===== config.mk =====
export PLATFORM = sky130hd
export DESIGN_NAME = multi_function_timer_control
export DESIGN_NICKNAME = d
export VERILOG_FILES = /design/src/rtl/mft_pkg.sv /design/src/rtl/pin_edge_detect.sv /design/src/rtl/multi_function_timer_control.sv
export SDC_FILE = /design/constraint.sdc
export NUM_CORES = 1
export LEC_CHECK = 0
export BUFFER_PORTS_ARGS = -buffer_cell sky130_fd_sc_hd__buf_4
export CAP_MARGIN = 15
export CORE_MARGIN = 4
export CORE_UTILIZATION = 40
export DETAILED_ROUTE_END_ITERATION = 10
export GPL_TIMING_DRIVEN = 0
export PLACE_DENSITY_LB_ADDON = 0.1
export SLEW_MARGIN = 5
export SYNTH_ARGS = -nofsm -noshare
export SYNTH_HDL_FRONTEND = slang
export SYNTH_SLANG_ARGS = --single-unit

===== constraint.sdc =====
create_clock -name clk -period 2.1 [get_ports clk]
set_clock_uncertainty 0.15 [all_clocks]
set_input_delay 0.42 -clock clk [delete_from_list [all_inputs] [get_ports clk]]
set_output_delay 0.42 -clock clk [all_outputs]
set_load 0.005 [all_outputs]

===== src/rtl/mft_pkg.sv =====
// Constants, register layouts and access codes for the multi-function timer.
// Assumes a single 250 MHz system clock and the mode-selected access port.
//
// Function
// RULE_01 - Capture one comes from port pin four.
// RULE_02 - Waveform output drives port pin six always. The code drives it in every mode except software mode.
// RULE_03 - Event clock comes from port pin seven.
// RULE_04 - Two 8-bit control registers per timer.
// RULE_05 - Interrupts from compare, capture, overflow only.
// RULE_06 - Control A bit order, flags and enables.
// RULE_07 - Capture edges set sticky capture flags.
// RULE_08 - Capture enable gates capture interrupt requests.
// RULE_09 - Compare matches set sticky compare flags.
// RULE_10 - Compare enable gates compare interrupt requests.
// RULE_11 - Overflow sets flag, only software clears.
// RULE_12 - Overflow enable gates overflow interrupt requests.
// RULE_13 - Control B bit seven ignored by timer.
// RULE_14 - Capture edge bit selects capture polarity.
// RULE_15 - Event edge bit selects event polarity.
// RULE_16 - Prescaler divides clock by power of two.
// RULE_17 - Mode field selects one of four modes.
// RULE_18 - PWM alternates compare targets, restarting count.
// RULE_19 - Software and event modes follow PWM.
// RULE_20 - Capture mode free runs, toggles, captures.
// RULE_21 - Counter resets to zero, wraps at max.
// RULE_22 - Interrupt when enabled flag is pending.
package mft_pkg;

  // ----------------------------------------------------------------
  // Control A field positions
  // ----------------------------------------------------------------
  localparam int CTLA_CAP2_FLAG = 7;
  localparam int CTLA_CAP1_FLAG = 6;
  localparam int CTLA_CAP_IE = 5;
  localparam int CTLA_CMP2_FLAG = 4;
  localparam int CTLA_CMP1_FLAG = 3;
  localparam int CTLA_CMP_IE = 2;
  localparam int CTLA_OVF_FLAG = 1;
  localparam int CTLA_OVF_IE = 0;

  // ----------------------------------------------------------------
  // Control B field positions
  // ----------------------------------------------------------------
  localparam int CTLB_SIDE_BIT = 7;
  localparam int CTLB_CAP_EDGE = 6;
  localparam int CTLB_EVT_EDGE = 5;
  localparam int CTLB_PS_HI = 4;
  localparam int CTLB_PS_LO = 2;
  localparam int CTLB_MODE_HI = 1;
  localparam int CTLB_MODE_LO = 0;

  // ----------------------------------------------------------------
  // Reset values and port pin positions
  // ----------------------------------------------------------------
  localparam logic [7:0] CTLA_RESET = 8'h00;
  localparam logic [7:0] CTLB_RESET = 8'h00;
  localparam logic [15:0] COUNT_RESET = 16'h0000;
  localparam logic [15:0] COUNT_MAX = 16'hffff;
  localparam logic [15:0] CMP_RESET = 16'h0000;
  localparam int PIN_CAP1 = 4;
  localparam int PIN_CAP2 = 5;
  localparam int PIN_WAVE = 6;
  localparam int PIN_EVENT = 7;

  // ----------------------------------------------------------------
  // Access codes placed in the mode selector
  // ----------------------------------------------------------------
  localparam logic [4:0] SEL_RD_CAP_LO = 5'h00;
  localparam logic [4:0] SEL_RD_CAP_HI = 5'h01;
  localparam logic [4:0] SEL_RD_CMP2_LO = 5'h02;
  localparam logic [4:0] SEL_RD_CMP2_HI = 5'h03;
  localparam logic [4:0] SEL_RD_CMP1_LO = 5'h04;
  localparam logic [4:0] SEL_RD_CMP1_HI = 5'h05;
  localparam logic [4:0] SEL_RD_CTLB = 5'h06;
  localparam logic [4:0] SEL_RD_CTLA = 5'h07;
  localparam logic [4:0] SEL_CLEAR = 5'h10;
  localparam logic [4:0] SEL_WR_CMP2_LO = 5'h12;
  localparam logic [4:0] SEL_WR_CMP2_HI = 5'h13;
  localparam logic [4:0] SEL_WR_CMP1_LO = 5'h14;
  localparam logic [4:0] SEL_WR_CMP1_HI = 5'h15;
  localparam logic [4:0] SEL_WR_CTLB = 5'h16;
  localparam logic [4:0] SEL_WR_CTLA = 5'h17;

  // ----------------------------------------------------------------
  // Operating modes
  // ----------------------------------------------------------------
  localparam logic [1:0] MODE_SOFT = 2'b00;
  localparam logic [1:0] MODE_PWM = 2'b01;
  localparam logic [1:0] MODE_CAPCMP = 2'b10;
  localparam logic [1:0] MODE_EVENT = 2'b11;

endpackage


===== src/rtl/pin_edge_detect.sv =====
// Synchroniser and edge detector for one asynchronous port pin.
// Assumes the pin is slow compared to the system clock.
`timescale 1ns/100ps
module pin_edge_detect
(
  input wire logic clk,
  input wire logic rst,
  input wire logic pinIn,
  input wire logic risingSel,
  output logic edgePulse
);

  logic meta_q;
  logic sync_q;
  logic last_q;

  // Two flops bring the pin in; the edge logic compares the second with a third flop holding its last level.
  always_ff @(posedge clk)
  begin
    if (rst)
    begin
      meta_q <= 1'b0;
      sync_q <= 1'b0;
      last_q <= 1'b0;
    end
    else
    begin
      meta_q <= pinIn;
      sync_q <= meta_q;
      last_q <= sync_q;
    end
  end

  // Polarity picks which transition counts as the valid edge.
  assign edgePulse = risingSel ? (sync_q & ~last_q) : (~sync_q & last_q);

endmodule // pin_edge_detect


===== src/rtl/multi_function_timer_control.sv =====
// Multi-function 16-bit timer: control registers, counter, pins, interrupt.
// Assumes a CPU access port driven on clk and port pins that are asynchronous.
`timescale 1ns/100ps
module multi_function_timer_control
(
  input wire logic clk,
  input wire logic rst,
  input wire logic [7:0] portBIn,
  input wire logic [4:0] accessSel,
  input wire logic accessWr,
  input wire logic accessRd,
  input wire logic [7:0] accessWrData,
  output logic [7:0] accessRdData,
  output logic waveformOut,
  output logic waveformOe,
  output logic sideConfigBit,
  output logic timerIrq
);
  import mft_pkg::*;

  // ----------------------------------------------------------------
  // State
  // ----------------------------------------------------------------
  logic [7:0] ctlA_q;
  logic [7:0] ctlB_q;
  logic [15:0] count_q;
  logic [15:0] cmp1_q;
  logic [15:0] cmp2_q;
  logic [15:0] capture_q;
  logic [6:0] div_q;
  logic phase_q;
  logic wave_q;
  logic [7:0] rdData_q;

  // ----------------------------------------------------------------
  // Decoding
  // ----------------------------------------------------------------
  wire [1:0] modeField = ctlB_q[CTLB_MODE_HI:CTLB_MODE_LO];
  wire [2:0] prescalerField = ctlB_q[CTLB_PS_HI:CTLB_PS_LO];
  wire isCapCmp = (modeField == MODE_CAPCMP);
  wire isEvent = (modeField == MODE_EVENT);
  wire wrCtlA = accessWr && (accessSel == SEL_WR_CTLA);
  wire wrCtlB = accessWr && (accessSel == SEL_WR_CTLB);
  wire wrClear = accessWr && (accessSel == SEL_CLEAR);
  wire wrCmp1Lo = accessWr && (accessSel == SEL_WR_CMP1_LO);
  wire wrCmp1Hi = accessWr && (accessSel == SEL_WR_CMP1_HI);
  wire wrCmp2Lo = accessWr && (accessSel == SEL_WR_CMP2_LO);
  wire wrCmp2Hi = accessWr && (accessSel == SEL_WR_CMP2_HI);

  // ----------------------------------------------------------------
  // Pin edges
  // ----------------------------------------------------------------
  logic cap1Edge;
  logic cap2Edge;
  logic eventEdge;

  pin_edge_detect u_cap1 (
    .clk(clk), .rst(rst), .pinIn(portBIn[PIN_CAP1]), // [RULE_01]
    .risingSel(ctlB_q[CTLB_CAP_EDGE]), .edgePulse(cap1Edge) // [RULE_14]
  );
  pin_edge_detect u_cap2 (
    .clk(clk), .rst(rst), .pinIn(portBIn[PIN_CAP2]), // [RULE_01]
    .risingSel(ctlB_q[CTLB_CAP_EDGE]), .edgePulse(cap2Edge) // [RULE_14]
  );
  pin_edge_detect u_evt (
    .clk(clk), .rst(rst), .pinIn(portBIn[PIN_EVENT]), // [RULE_03]
    .risingSel(ctlB_q[CTLB_EVT_EDGE]), .edgePulse(eventEdge) // [RULE_15]
  );

  // ----------------------------------------------------------------
  // Timer tick: prescaled system clock or external event edge
  // ----------------------------------------------------------------
  // The divider is free running, so a prescaler change takes effect at
  // once, at the cost of one irregular first period.
  wire [6:0] divMask = 7'((8'h01 << prescalerField) - 8'h01); // [RULE_16]
  wire preTick = ((div_q & divMask) == divMask); // [RULE_16]
  wire tick = isEvent ? eventEdge : preTick; // [RULE_03] [RULE_19]

  // ----------------------------------------------------------------
  // Counter events
  // ----------------------------------------------------------------
  wire [15:0] target = phase_q ? cmp2_q : cmp1_q;
  wire pwmMatch = tick && !isCapCmp && (count_q == target); // [RULE_18]
  wire ccMatch = tick && isCapCmp && (count_q == cmp1_q); // [RULE_20]
  wire overflow = tick && !pwmMatch && (count_q == COUNT_MAX); // [RULE_21]
  wire setCmp1 = ccMatch || (pwmMatch && !phase_q); // [RULE_09]
  wire setCmp2 = pwmMatch && phase_q; // [RULE_09]
  wire setCap1 = isCapCmp && cap1Edge; // [RULE_07]
  wire setCap2 = isCapCmp && cap2Edge; // [RULE_07]

  // Flag next values: writing 0 clears, a hardware set beats the clear.
  wire [7:0] flagKeep = wrCtlA ? (ctlA_q & accessWrData) : ctlA_q;
  wire [7:0] ctlA_d = {
    setCap2 | flagKeep[CTLA_CAP2_FLAG], // [RULE_07]
    setCap1 | flagKeep[CTLA_CAP1_FLAG], // [RULE_07]
    wrCtlA ? accessWrData[CTLA_CAP_IE] : ctlA_q[CTLA_CAP_IE],
    setCmp2 | flagKeep[CTLA_CMP2_FLAG], // [RULE_09]
    setCmp1 | flagKeep[CTLA_CMP1_FLAG], // [RULE_09]
    wrCtlA ? accessWrData[CTLA_CMP_IE] : ctlA_q[CTLA_CMP_IE],
    overflow | flagKeep[CTLA_OVF_FLAG], // [RULE_11]
    wrCtlA ? accessWrData[CTLA_OVF_IE] : ctlA_q[CTLA_OVF_IE]
  }; // [RULE_04] [RULE_06]

  // Control registers; bit 7 of control B is only stored and exported.
  always_ff @(posedge clk)
  begin
    if (rst)
    begin
      ctlA_q <= CTLA_RESET;
      ctlB_q <= CTLB_RESET;
      div_q <= 7'h00;
    end
    else
    begin
      ctlA_q <= ctlA_d;
      div_q <= div_q + 7'h01;
      if (wrCtlB)
      begin
        ctlB_q <= accessWrData; // [RULE_04] [RULE_13] [RULE_17]
      end
    end
  end

  // Compare values; a capture-two event loads compare two ahead of a write.
  always_ff @(posedge clk)
  begin
    if (rst)
    begin
      cmp1_q <= CMP_RESET;
      cmp2_q <= CMP_RESET;
      capture_q <= COUNT_RESET;
    end
    else
    begin
      if (wrCmp1Lo) cmp1_q[7:0] <= accessWrData;
      if (wrCmp1Hi) cmp1_q[15:8] <= accessWrData;
      if (setCap2) cmp2_q <= count_q; // [RULE_20]
      else if (wrCmp2Lo) cmp2_q[7:0] <= accessWrData;
      else if (wrCmp2Hi) cmp2_q[15:8] <= accessWrData;
      if (setCap1) capture_q <= count_q; // [RULE_20]
    end
  end

  // Counter, compare phase and waveform. Clear restarts at compare one.
  always_ff @(posedge clk)
  begin
    if (rst || wrClear)
    begin
      count_q <= COUNT_RESET; // [RULE_21]
      phase_q <= 1'b0;
      wave_q <= 1'b0;
    end
    else if (pwmMatch)
    begin
      count_q <= COUNT_RESET; // [RULE_18]
      phase_q <= ~phase_q;
      wave_q <= ~phase_q; // [RULE_18]
    end
    else if (tick)
    begin
      count_q <= count_q + 16'h0001; // [RULE_21]
      if (ccMatch) wave_q <= ~wave_q; // [RULE_20]
    end
  end

  // ----------------------------------------------------------------
  // Read path
  // ----------------------------------------------------------------
  logic [7:0] rdMux;
  always_comb
  begin
    case (accessSel)
      SEL_RD_CAP_LO: rdMux = capture_q[7:0];
      SEL_RD_CAP_HI: rdMux = capture_q[15:8];
      SEL_RD_CMP2_LO: rdMux = cmp2_q[7:0];
      SEL_RD_CMP2_HI: rdMux = cmp2_q[15:8];
      SEL_RD_CMP1_LO: rdMux = cmp1_q[7:0];
      SEL_RD_CMP1_HI: rdMux = cmp1_q[15:8];
      SEL_RD_CTLB: rdMux = ctlB_q;
      SEL_RD_CTLA: rdMux = ctlA_q;
      default: rdMux = 8'h00;
    endcase
  end

  // Read data is held until the next read strobe.
  always_ff @(posedge clk)
  begin
    if (rst) rdData_q <= 8'h00;
    else if (accessRd) rdData_q <= rdMux;
  end

  // ----------------------------------------------------------------
  // Outputs
  // ----------------------------------------------------------------
  // Only the software timer mode leaves the pin to the port logic; event mode
  // drives the waveform exactly as PWM mode does.
  assign waveformOut = wave_q; // [RULE_02]
  assign waveformOe = (modeField != MODE_SOFT); // [RULE_02] [RULE_19]
  assign sideConfigBit = ctlB_q[CTLB_SIDE_BIT]; // [RULE_13]
  assign accessRdData = rdData_q;
  assign timerIrq = // [RULE_05] [RULE_22]
    ((ctlA_q[CTLA_CAP2_FLAG] | ctlA_q[CTLA_CAP1_FLAG]) & ctlA_q[CTLA_CAP_IE]) | // [RULE_08]
    ((ctlA_q[CTLA_CMP2_FLAG] | ctlA_q[CTLA_CMP1_FLAG]) & ctlA_q[CTLA_CMP_IE]) | // [RULE_10]
    (ctlA_q[CTLA_OVF_FLAG] & ctlA_q[CTLA_OVF_IE]); // [RULE_12]

  // ----------------------------------------------------------------
  // Checks
  // ----------------------------------------------------------------
  chk_ovf_flag_set: assert property (@(posedge clk) disable iff (rst) // [RULE_11]
    overflow |=> ctlA_q[CTLA_OVF_FLAG] && count_q == COUNT_RESET)
    else $error("Overflow did not set flag or wrap counter.");
  chk_ovf_sticky: assert property (@(posedge clk) disable iff (rst) // [RULE_11]
    ctlA_q[CTLA_OVF_FLAG] && !wrCtlA |=> ctlA_q[CTLA_OVF_FLAG])
    else $error("Overflow flag dropped without a software write.");
  chk_cap1_load: assert property (@(posedge clk) disable iff (rst) // [RULE_20]
    setCap1 |=> capture_q == $past(count_q) && ctlA_q[CTLA_CAP1_FLAG])
    else $error("Capture one did not load register and flag.");
  chk_cap2_load: assert property (@(posedge clk) disable iff (rst) // [RULE_20]
    setCap2 |=> cmp2_q == $past(count_q) && ctlA_q[CTLA_CAP2_FLAG])
    else $error("Capture two did not load compare two and flag.");
  chk_cap_mode_only: assert property (@(posedge clk) disable iff (rst) // [RULE_07]
    !isCapCmp && !ctlA_q[CTLA_CAP2_FLAG] && !(wrCtlA && accessWrData[CTLA_CAP2_FLAG])
    |=> !ctlA_q[CTLA_CAP2_FLAG])
    else $error("Capture flag set outside capture mode.");
  chk_pwm_restart: assert property (@(posedge clk) disable iff (rst) // [RULE_18]
    pwmMatch && !wrClear |=> count_q == COUNT_RESET && wave_q == $past(!phase_q))
    else $error("PWM match did not restart counter or set level.");
  chk_cc_toggle: assert property (@(posedge clk) disable iff (rst) // [RULE_20]
    ccMatch && !wrClear |=> wave_q != $past(wave_q)
      && count_q == 16'($past(count_q) + 16'h0001))
    else $error("Compare match in capture mode misbehaved.");
  chk_irq_gate: assert property (@(posedge clk) disable iff (rst) // [RULE_22]
    timerIrq == |(ctlA_q & {{2{ctlA_q[CTLA_CAP_IE]}}, 1'b0, {2{ctlA_q[CTLA_CMP_IE]}}, 1'b0,
      ctlA_q[CTLA_OVF_IE], 1'b0}))
    else $error("Interrupt output disagrees with flags and enables.");
  chk_side_bit_kept: assert property (@(posedge clk) disable iff (rst) // [RULE_13]
    !wrCtlB |=> sideConfigBit == $past(sideConfigBit))
    else $error("Control B bit seven changed without a write.");
  chk_div_tick: assert property (@(posedge clk) disable iff (rst) // [RULE_16]
    !isEvent && !wrCtlB && prescalerField == 3'b001 && $stable(prescalerField) && tick
    |=> !tick)
    else $error("Divide-by-two tick fired on consecutive cycles.");

endmodule // multi_function_timer_control


==> results of run 1 <==
[per-stage QoR]
step,power (mW),setup slack [ps]
finish,4.87,-142
CTS,4.83,-122
floorplan,2.63,79.2
global route,5.04,-228
global placement,2.85,-476
detailed placement,2.85,-496
[final cells by class]
cell class / instances / area [um^2] / share of cell area (%)
clock buffer: 9 / 225 / 3.57
inverter: 5 / 18.8 / 0.297
timing repair buffer: 40 / 304 / 4.81
sequential: 106 / 2130 / 33.7
tap: 172 / 215 / 3.41
clock inverter: 7 / 93.8 / 1.49
buffer: 35 / 216 / 3.43
multi-input combinational: 435 / 3110 / 49.3
[power by group]
part | leakage [nW] | internal, mW | switching (mW)
Combinational | 1.46 | 0.430 | 0.482
Sequential | 0.860 | 2.08 | 0.0491
Clock | 0.151 | 1.04 | 0.787
[critical path: stages (launching register included)]
cell,delay [ps]
dfxtp_2,330
buf_8,130
buf_12,140
mux2i_2,240
xnor2_1,100
nor4_2,200
nand3_2,220
o31ai_4,360
buf_6,190
a21oi_1,50
[metal layers]
layer  part of all wire, %  routed length (um)  track usage (%)
met1                    47                7930             32.6
met2                    46                7900             37.3
met3                   5.2                 881             3.92
met4                   1.9                 330             8.05
met5                     0                   0                0
[final timing paths]
kind	start	end	depth (start not counted)
setup / recovery	phase_q$_SDFFE_PP0P_	count_q[12]$_SDFFE_PP0N_	9
hold / removal	portBIn[7]	u_evt.meta_q$_SDFF_PP0_	2
setup reg to reg	phase_q$_SDFFE_PP0P_	count_q[12]$_SDFFE_PP0N_	9
hold reg to reg	u_cap2.meta_q$_SDFF_PP0_	u_cap2.sync_q$_SDFF_PP0_	1
[cells in the final DEF (no fill, tap or decap), drive strengths merged, types with 2 or more instances in the layout]
cell type and n:
a211oi 16, a21oi 29, a22oi 32, buf 54, bufinv 2, clkbuf 30
clkinv 3, clkinvlp 2, dfxtp 106, ha 2, inv 5, mux2i 70
nand2 37, nand2b 12, nand3 11, nand4 6, nor2 84, nor2b 12
nor3 6, nor3b 2, nor4 4, o21ai 19, o31ai 16, or2 3
or3 5, or4 16, xnor2 29, xor2 8
[what timing repair did]
| action | in CTS | in global routing |
|---|---|---|
| endpoints found under the setup margin | 38 | 36 |
| pin swaps | 8 | 3 |
| buffers inserted | 6 | 4 |
| resized for setup | 35 | 24 |
[cells by family (layout without fill, tap and decap cells)]
| logic type | count (synthesis) | in the layout |
|---|---|---|
| mux | 70 | 70 |
| simple gates | 204 | 204 |
| fa+ha+maj | 2 | 2 |
| compound gates | 122 | 122 |
| flops | 106 | 106 |
| xor+xnor | 37 | 37 |
| buf+inv | 47 | 96 |
[registers in the layout (all words and copies together), names as in the netlist]
name / cells
u_cap2.sync_q: 1
u_evt.meta_q: 1
u_cap2.meta_q: 1
capture_q: 16
u_cap1.last_q: 1
div_q: 7
u_evt.last_q: 1
cmp2_q: 16
count_q: 16
phase_q: 1
waveformOut: 1
u_evt.sync_q: 1
accessRdData: 8
u_cap2.last_q: 1
u_cap1.meta_q: 1
u_cap1.sync_q: 1
cmp1_q: 16
ctlB_q: 8
ctlA_q: 8
==> results.py, run 1 <==
metrics = {
    "status": {
        "status": "finished, violations left",
        "violations": "negative setup slack",
    },
    "final_layout": {
        "utilization_pct": 49.4,
        "antennaDiodeCount": 0,
        "area_growth_pct": 19.7,
        "drive_gt1_share_pct": 19.5,
        "final_area_mm2": 0.00632,
        "layout.cells.non_filler": 809,
        "layout.nets": 659,
        "nFillCells": 1240,
    },
    "drt": {
        "drcViolationCount": 0,
        "via_count": 4573,
        "wl_um": 17000,
        "dr.pass1.iters": 5,
        "drt.antenna.violating_nets": 0,
        "dr.first_iter.drc_count": 358,
        "wire_per_inst_um": 21.1,
        "vias_per_cell": 5.65,
    },
    "timing": {
        "hold_ws_ps": 116,
        "tightest_slew_ps": 1120,
        "maxSlewHeadroom_pct": 25.3,
        "finalHoldViolCount": 0,
        "min_period_ps": 2240,
        "slew_viol_final": 0,
        "finalSetupViolations": 22,
        "setup_tns_ps": -2650,
        "setup_slack_ps": -142,
        "max_freq_mhz": 446,
        "grt_setup_unrepaired": "true",
        "finalCritPeriodShare_pct": 107,
    },
    "synth": {
        "synth_compound_area_share_pct": 15.6,
        "synth_cell_types": 53,
        "synth_area_leaders": "dfxtp_1 (40%), mux2i_1 (13%), nor2_1 (6.0%)",
        "synth-simple-area-share_pct": 19.6,
        "netlist_instances": 588,
        "synth-xor-area-share_pct": 6.29,
        "yosysTopAreaCell": "dfxtp_1",
        "synthArstFlopShare_pct": 0,
        "ys_ff_latch": 106,
        "synth_common_cells": "dfxtp_1 (106), nor2_1 (84), mux2i_1 (70), nand2_1 (37), a22oi_1 (32)",
        "synth_top_flop_cell": "dfxtp_1",
        "synth-edff-count": 0,
        "synthMuxAreaShare_pct": 13.3,
        "synth_adder_area_share_pct": 0.474,
        "synth.avg_cell_area_um2": 8.97,
        "ys_warn_count": 0,
        "syn-num-nets": 615,
        "synth.most_common_cell": "dfxtp_1",
        "synth.top_cell.area_share_pct": 40.2,
        "synth_top_family_by_area": "simple AND/OR/NAND/NOR gates",
        "yosysSeqAreaShare_pct": 40.2,
        "netlist_area_mm2": 0.00528,
    },
    "worst_setup_path": {
        "critPathRequiredTime_ps": 2190,
        "crit_type": "flip-flop to flip-flop",
        "reg2reg_slack_ps": -140,
        "cp-end-kind": "flip-flop",
        "arrival_ps": 2330,
        "startpoint_type": "flip-flop",
        "cp_max_fo": 10,
    },
    "pwr": {
        "p_per_area_mw_per_mm2": 771,
        "peakVddDrop_v": 0.000393,
        "p_leak_nw": 2.47,
    },
    "global_route": {
        "grt_overflow": 0,
        "antenna_found_initial": 0,
        "grt_max_degree": 18,
        "grt_usage_pct": 23.6,
        "grt_first_pass_wirelength_um": 26200,
        "grt_pass1_vias": 4353,
    },
    "die": {
        "dieArea_mm2": 0.0151,
        "core_area_mm2": 0.0128,
        "ioPinCount": 37,
        "core.rowCount": 41,
        "start_util_pct": 41.3,
        "die_x_um": 123,
        "dieHeight_um": 123,
    },
    "place": {
        "dp_hpwl_um": 12200,
        "dpl_cell_area_mm2": 0.00572,
        "port_buffers": 30,
        "post-place-cells": 790,
        "gp_congestion": 0.905,
    },
    "clocking": {
        "clock_sinks": 106,
        "cts_root_buf": "clkbuf_16",
        "clockBufferDepth": 2,
        "numCtsBuffers": 9,
        "tritoncts": "built",
        "path_clk_slew_ps": 80,
        "cts_hold_buf": 0,
        "clkLatencyLatePin_ps": 360,
        "ctsHtreeMaxLevel": 3,
    },
    "hold_path": {
        "hold_path_class": "input pin to flip-flop",
    },
    "run": {
        "maxCapViolCount": 0,
    },
}
Power figures use the tool's default switching activity.
==> run 2: changes to the inputs <==
==> constraint.sdc (replaced) <==
create_clock -name clk -period 2.3 [get_ports clk]
set_clock_uncertainty 0.15 [all_clocks]
set_input_delay 0.46 -clock clk [delete_from_list [all_inputs] [get_ports clk]]
set_output_delay 0.46 -clock clk [all_outputs]
set_load 0.005 [all_outputs]
==> results.py, run 2 (synthesis gave the netlist of run 1 again) <==
metrics = {
    "worst_setup_path": {
        "cp.depth": 8,
        "arrival_ps": 2460,
        "reg2reg_slack_ps": -40,
        "rr_worst_depth": 8,
        "crit_chain": "buf_6 > buf_12 > mux2i_2 > xnor2_1 > nor4_2 > nand3_4 > or3_1 > a311oi_2",
        "critPathRequiredTime_ps": 2420,
        "cp_top_family": "simple AND/OR/NAND/NOR gates",
        "crit_type": "flip-flop to flip-flop",
        "slowest_delay_ps": 410,
        "worstReg2RegEnd": "waveformOut$_SDFFE_PP0P_",
        "cp_slowest_cell": "or3_1",
        "cp_max_fo": 10,
        "cp-end-kind": "flip-flop",
        "crit_buf_inv": 2,
        "startpoint_type": "flip-flop",
        "r2r_start": "phase_q$_SDFFE_PP0P_",
    },
    "timing": {
        "min_period_ps": 2340,
        "finalCritPeriodShare_pct": 102,
        "finalHoldViolCount": 0,
        "finalSetupViolations": 2,
        "maxSlewHeadroom_pct": 27.9,
        "max_freq_mhz": 428,
        "tightest_slew_ps": 1080,
        "grt_setup_unrepaired": "true",
        "setup_slack_ps": -38.2,
        "slew_viol_final": 0,
    },
    "drt": {
        "dr.first_iter.drc_count": 389,
        "vias_per_cell": 5.63,
        "via_count": 4545,
        "drt.antenna.violating_nets": 0,
        "drcViolationCount": 0,
        "wire_per_inst_um": 21.3,
        "wl_um": 17200,
        "dr.pass1.iters": 6,
    },
    "place": {
        "port_buffers": 30,
        "gp_congestion": 0.905,
        "dp_hpwl_um": 12200,
        "place_ws_ps": -336,
    },
    "global_route": {
        "grt_first_pass_wirelength_um": 26000,
        "grt_overflow": 0,
        "grt_usage_pct": 23.5,
        "grt_pass1_vias": 4303,
        "grt_max_degree": 18,
        "antenna_found_initial": 0,
    },
    "clocking": {
        "clockBufferDepth": 2,
        "clkLatencyLatePin_ps": 360,
        "clock_sinks": 106,
        "cts_root_buf": "clkbuf_16",
        "path_clk_slew_ps": 80,
        "numCtsBuffers": 9,
        "ctsHtreeMaxLevel": 3,
        "tritoncts": "built",
    },
    "pwr": {
        "power_switching_mw": 1.22,
        "combPwrFrac_pct": 18.2,
        "p_seq_share_pct": 43.9,
        "total_power_mw": 4.41,
        "peakVddDrop_v": 0.000356,
        "p_leak_nw": 2.41,
        "swShare_pct": 27.7,
        "p_int_mw": 3.19,
        "p_per_area_mw_per_mm2": 707,
        "clkPwrFrac_pct": 37.9,
    },
    "status": {
        "status": "finished, violations left",
        "violations": "negative setup slack",
    },
    "final_layout": {
        "area_growth_pct": 18.4,
        "drive_gt1_share_pct": 18.4,
        "nFillCells": 1232,
        "antennaDiodeCount": 0,
        "layout.cells.most_common": "dfxtp_1",
        "layout.nets": 657,
        "final_cell_mix": "dfxtp_1 (104), nor2_1 (78), mux2i_1 (69)",
    },
    "hold_path": {
        "min_from": "portBIn[7]",
        "hold_path_class": "input pin to flip-flop",
        "min_to": "u_evt.meta_q$_SDFF_PP0_",
        "hold_path_depth": 2,
    },
    "die": {
        "core.rowCount": 41,
        "dieArea_mm2": 0.0151,
        "ioPinCount": 37,
        "die_x_um": 123,
        "start_util_pct": 41.3,
        "core_area_mm2": 0.0128,
        "dieHeight_um": 123,
    },
    "run": {
        "maxCapViolCount": 0,
    },
}
-- run 2: changes by cell type in the layout (fill, tap and decap cells not counted), sizes merged --
cell,before,now
buf,54,52
-- run 2: worst reg2reg max path, delay by kind of cell, from the launching register on --
| family | cells | cell delay (ps) |
|---|---|---|
| AOI/OAI and AO/OA | 1 | 270 |
| xor gates and xnor gates | 1 | 130 |
| buffers and inverters | 2 | 290 |
| DFF | 1 | 330 |
| muxes | 1 | 240 |
| and+or+nand+nor | 3 | 850 |
-- run 2: metal layers --
metal / track usage [%] / part of all wire [%] / up-vias
met1: 32.8 / 46 / 2228
met3: 4.06 / 4.9 / 19
met5: 0 / 0 / -
li1: - / - / 2171
met4: 7.28 / 1.5 / 0
met2: 36.9 / 47 / 127
-- run 2: metrics by stage --
stage / utilization [%] / setup TNS (ps) / instance area, um^2 / cells / hold WS [ps]
after global routing: 48.9 / -1070 / 6240 / 807 / 162
final: 48.9 / -40.0 / 6240 / 807 / 157
after detailed placement: 44.7 / -5420 / 5720 / 790 / 278
after CTS: 47.5 / 0 / 6070 / 807 / 149
after floorplan: - / 0 / 5280 / 588 / 264
after global placement: 44.7 / -3830 / 5720 / 790 / 268
-- run 2: final cells by class --
type                            count  area (um^2)  area share [%]
Tap cell                          172          215            3.45
Clock inverter                      7         93.8            1.50
Inverter                            5         18.8           0.301
Timing Repair Buffer               35          274            4.39
Multi-Input combinational cell    435         3070            49.1
Buffer                             38          226            3.63
Clock buffer                        9          225            3.61
Sequential cell                   106         2120            34.0
-- run 2: worst max path at each step --
stage / from / endpoint
2_1_floorplan: count_q[12]$_SDFFE_PP0N_ / count_q[9]$_SDFFE_PP0N_
3_3_place_gp: accessSel[3] / accessRdData[5]$_SDFFE_PP0P_
3_5_place_dp: accessSel[3] / accessRdData[1]$_SDFFE_PP0P_
4_1_cts: count_q[7]$_SDFFE_PP0N_ / count_q[13]$_SDFFE_PP0N_
5_1_grt: phase_q$_SDFFE_PP0P_ / waveformOut$_SDFFE_PP0P_
6_report: phase_q$_SDFFE_PP0P_ / waveformOut$_SDFFE_PP0P_
-- run 2: power groups by stage --
| stage | Combinational, mW | Sequential, mW | Clock, mW |
|---|---|---|---|
| 3_5_place_dp | 0.624 | 1.98 | 0 |
| 5_1_grt | 0.846 | 1.95 | 1.77 |
| 2_1_floorplan | 0.433 | 1.97 | 0 |
| 6_report | 0.802 | 1.94 | 1.67 |
| 3_3_place_gp | 0.619 | 1.98 | 0 |
| 4_1_cts | 0.658 | 1.94 | 1.71 |
-- run 2: timing repair --
action                                  in CTS  in global routing
endpoints found under the setup margin      21                 37
cloned                                       0                  1
pin swaps                                    3                  9
hold buffers                                 0                  0
setup buffers                                3                  1
gates resized for setup                      7                 41
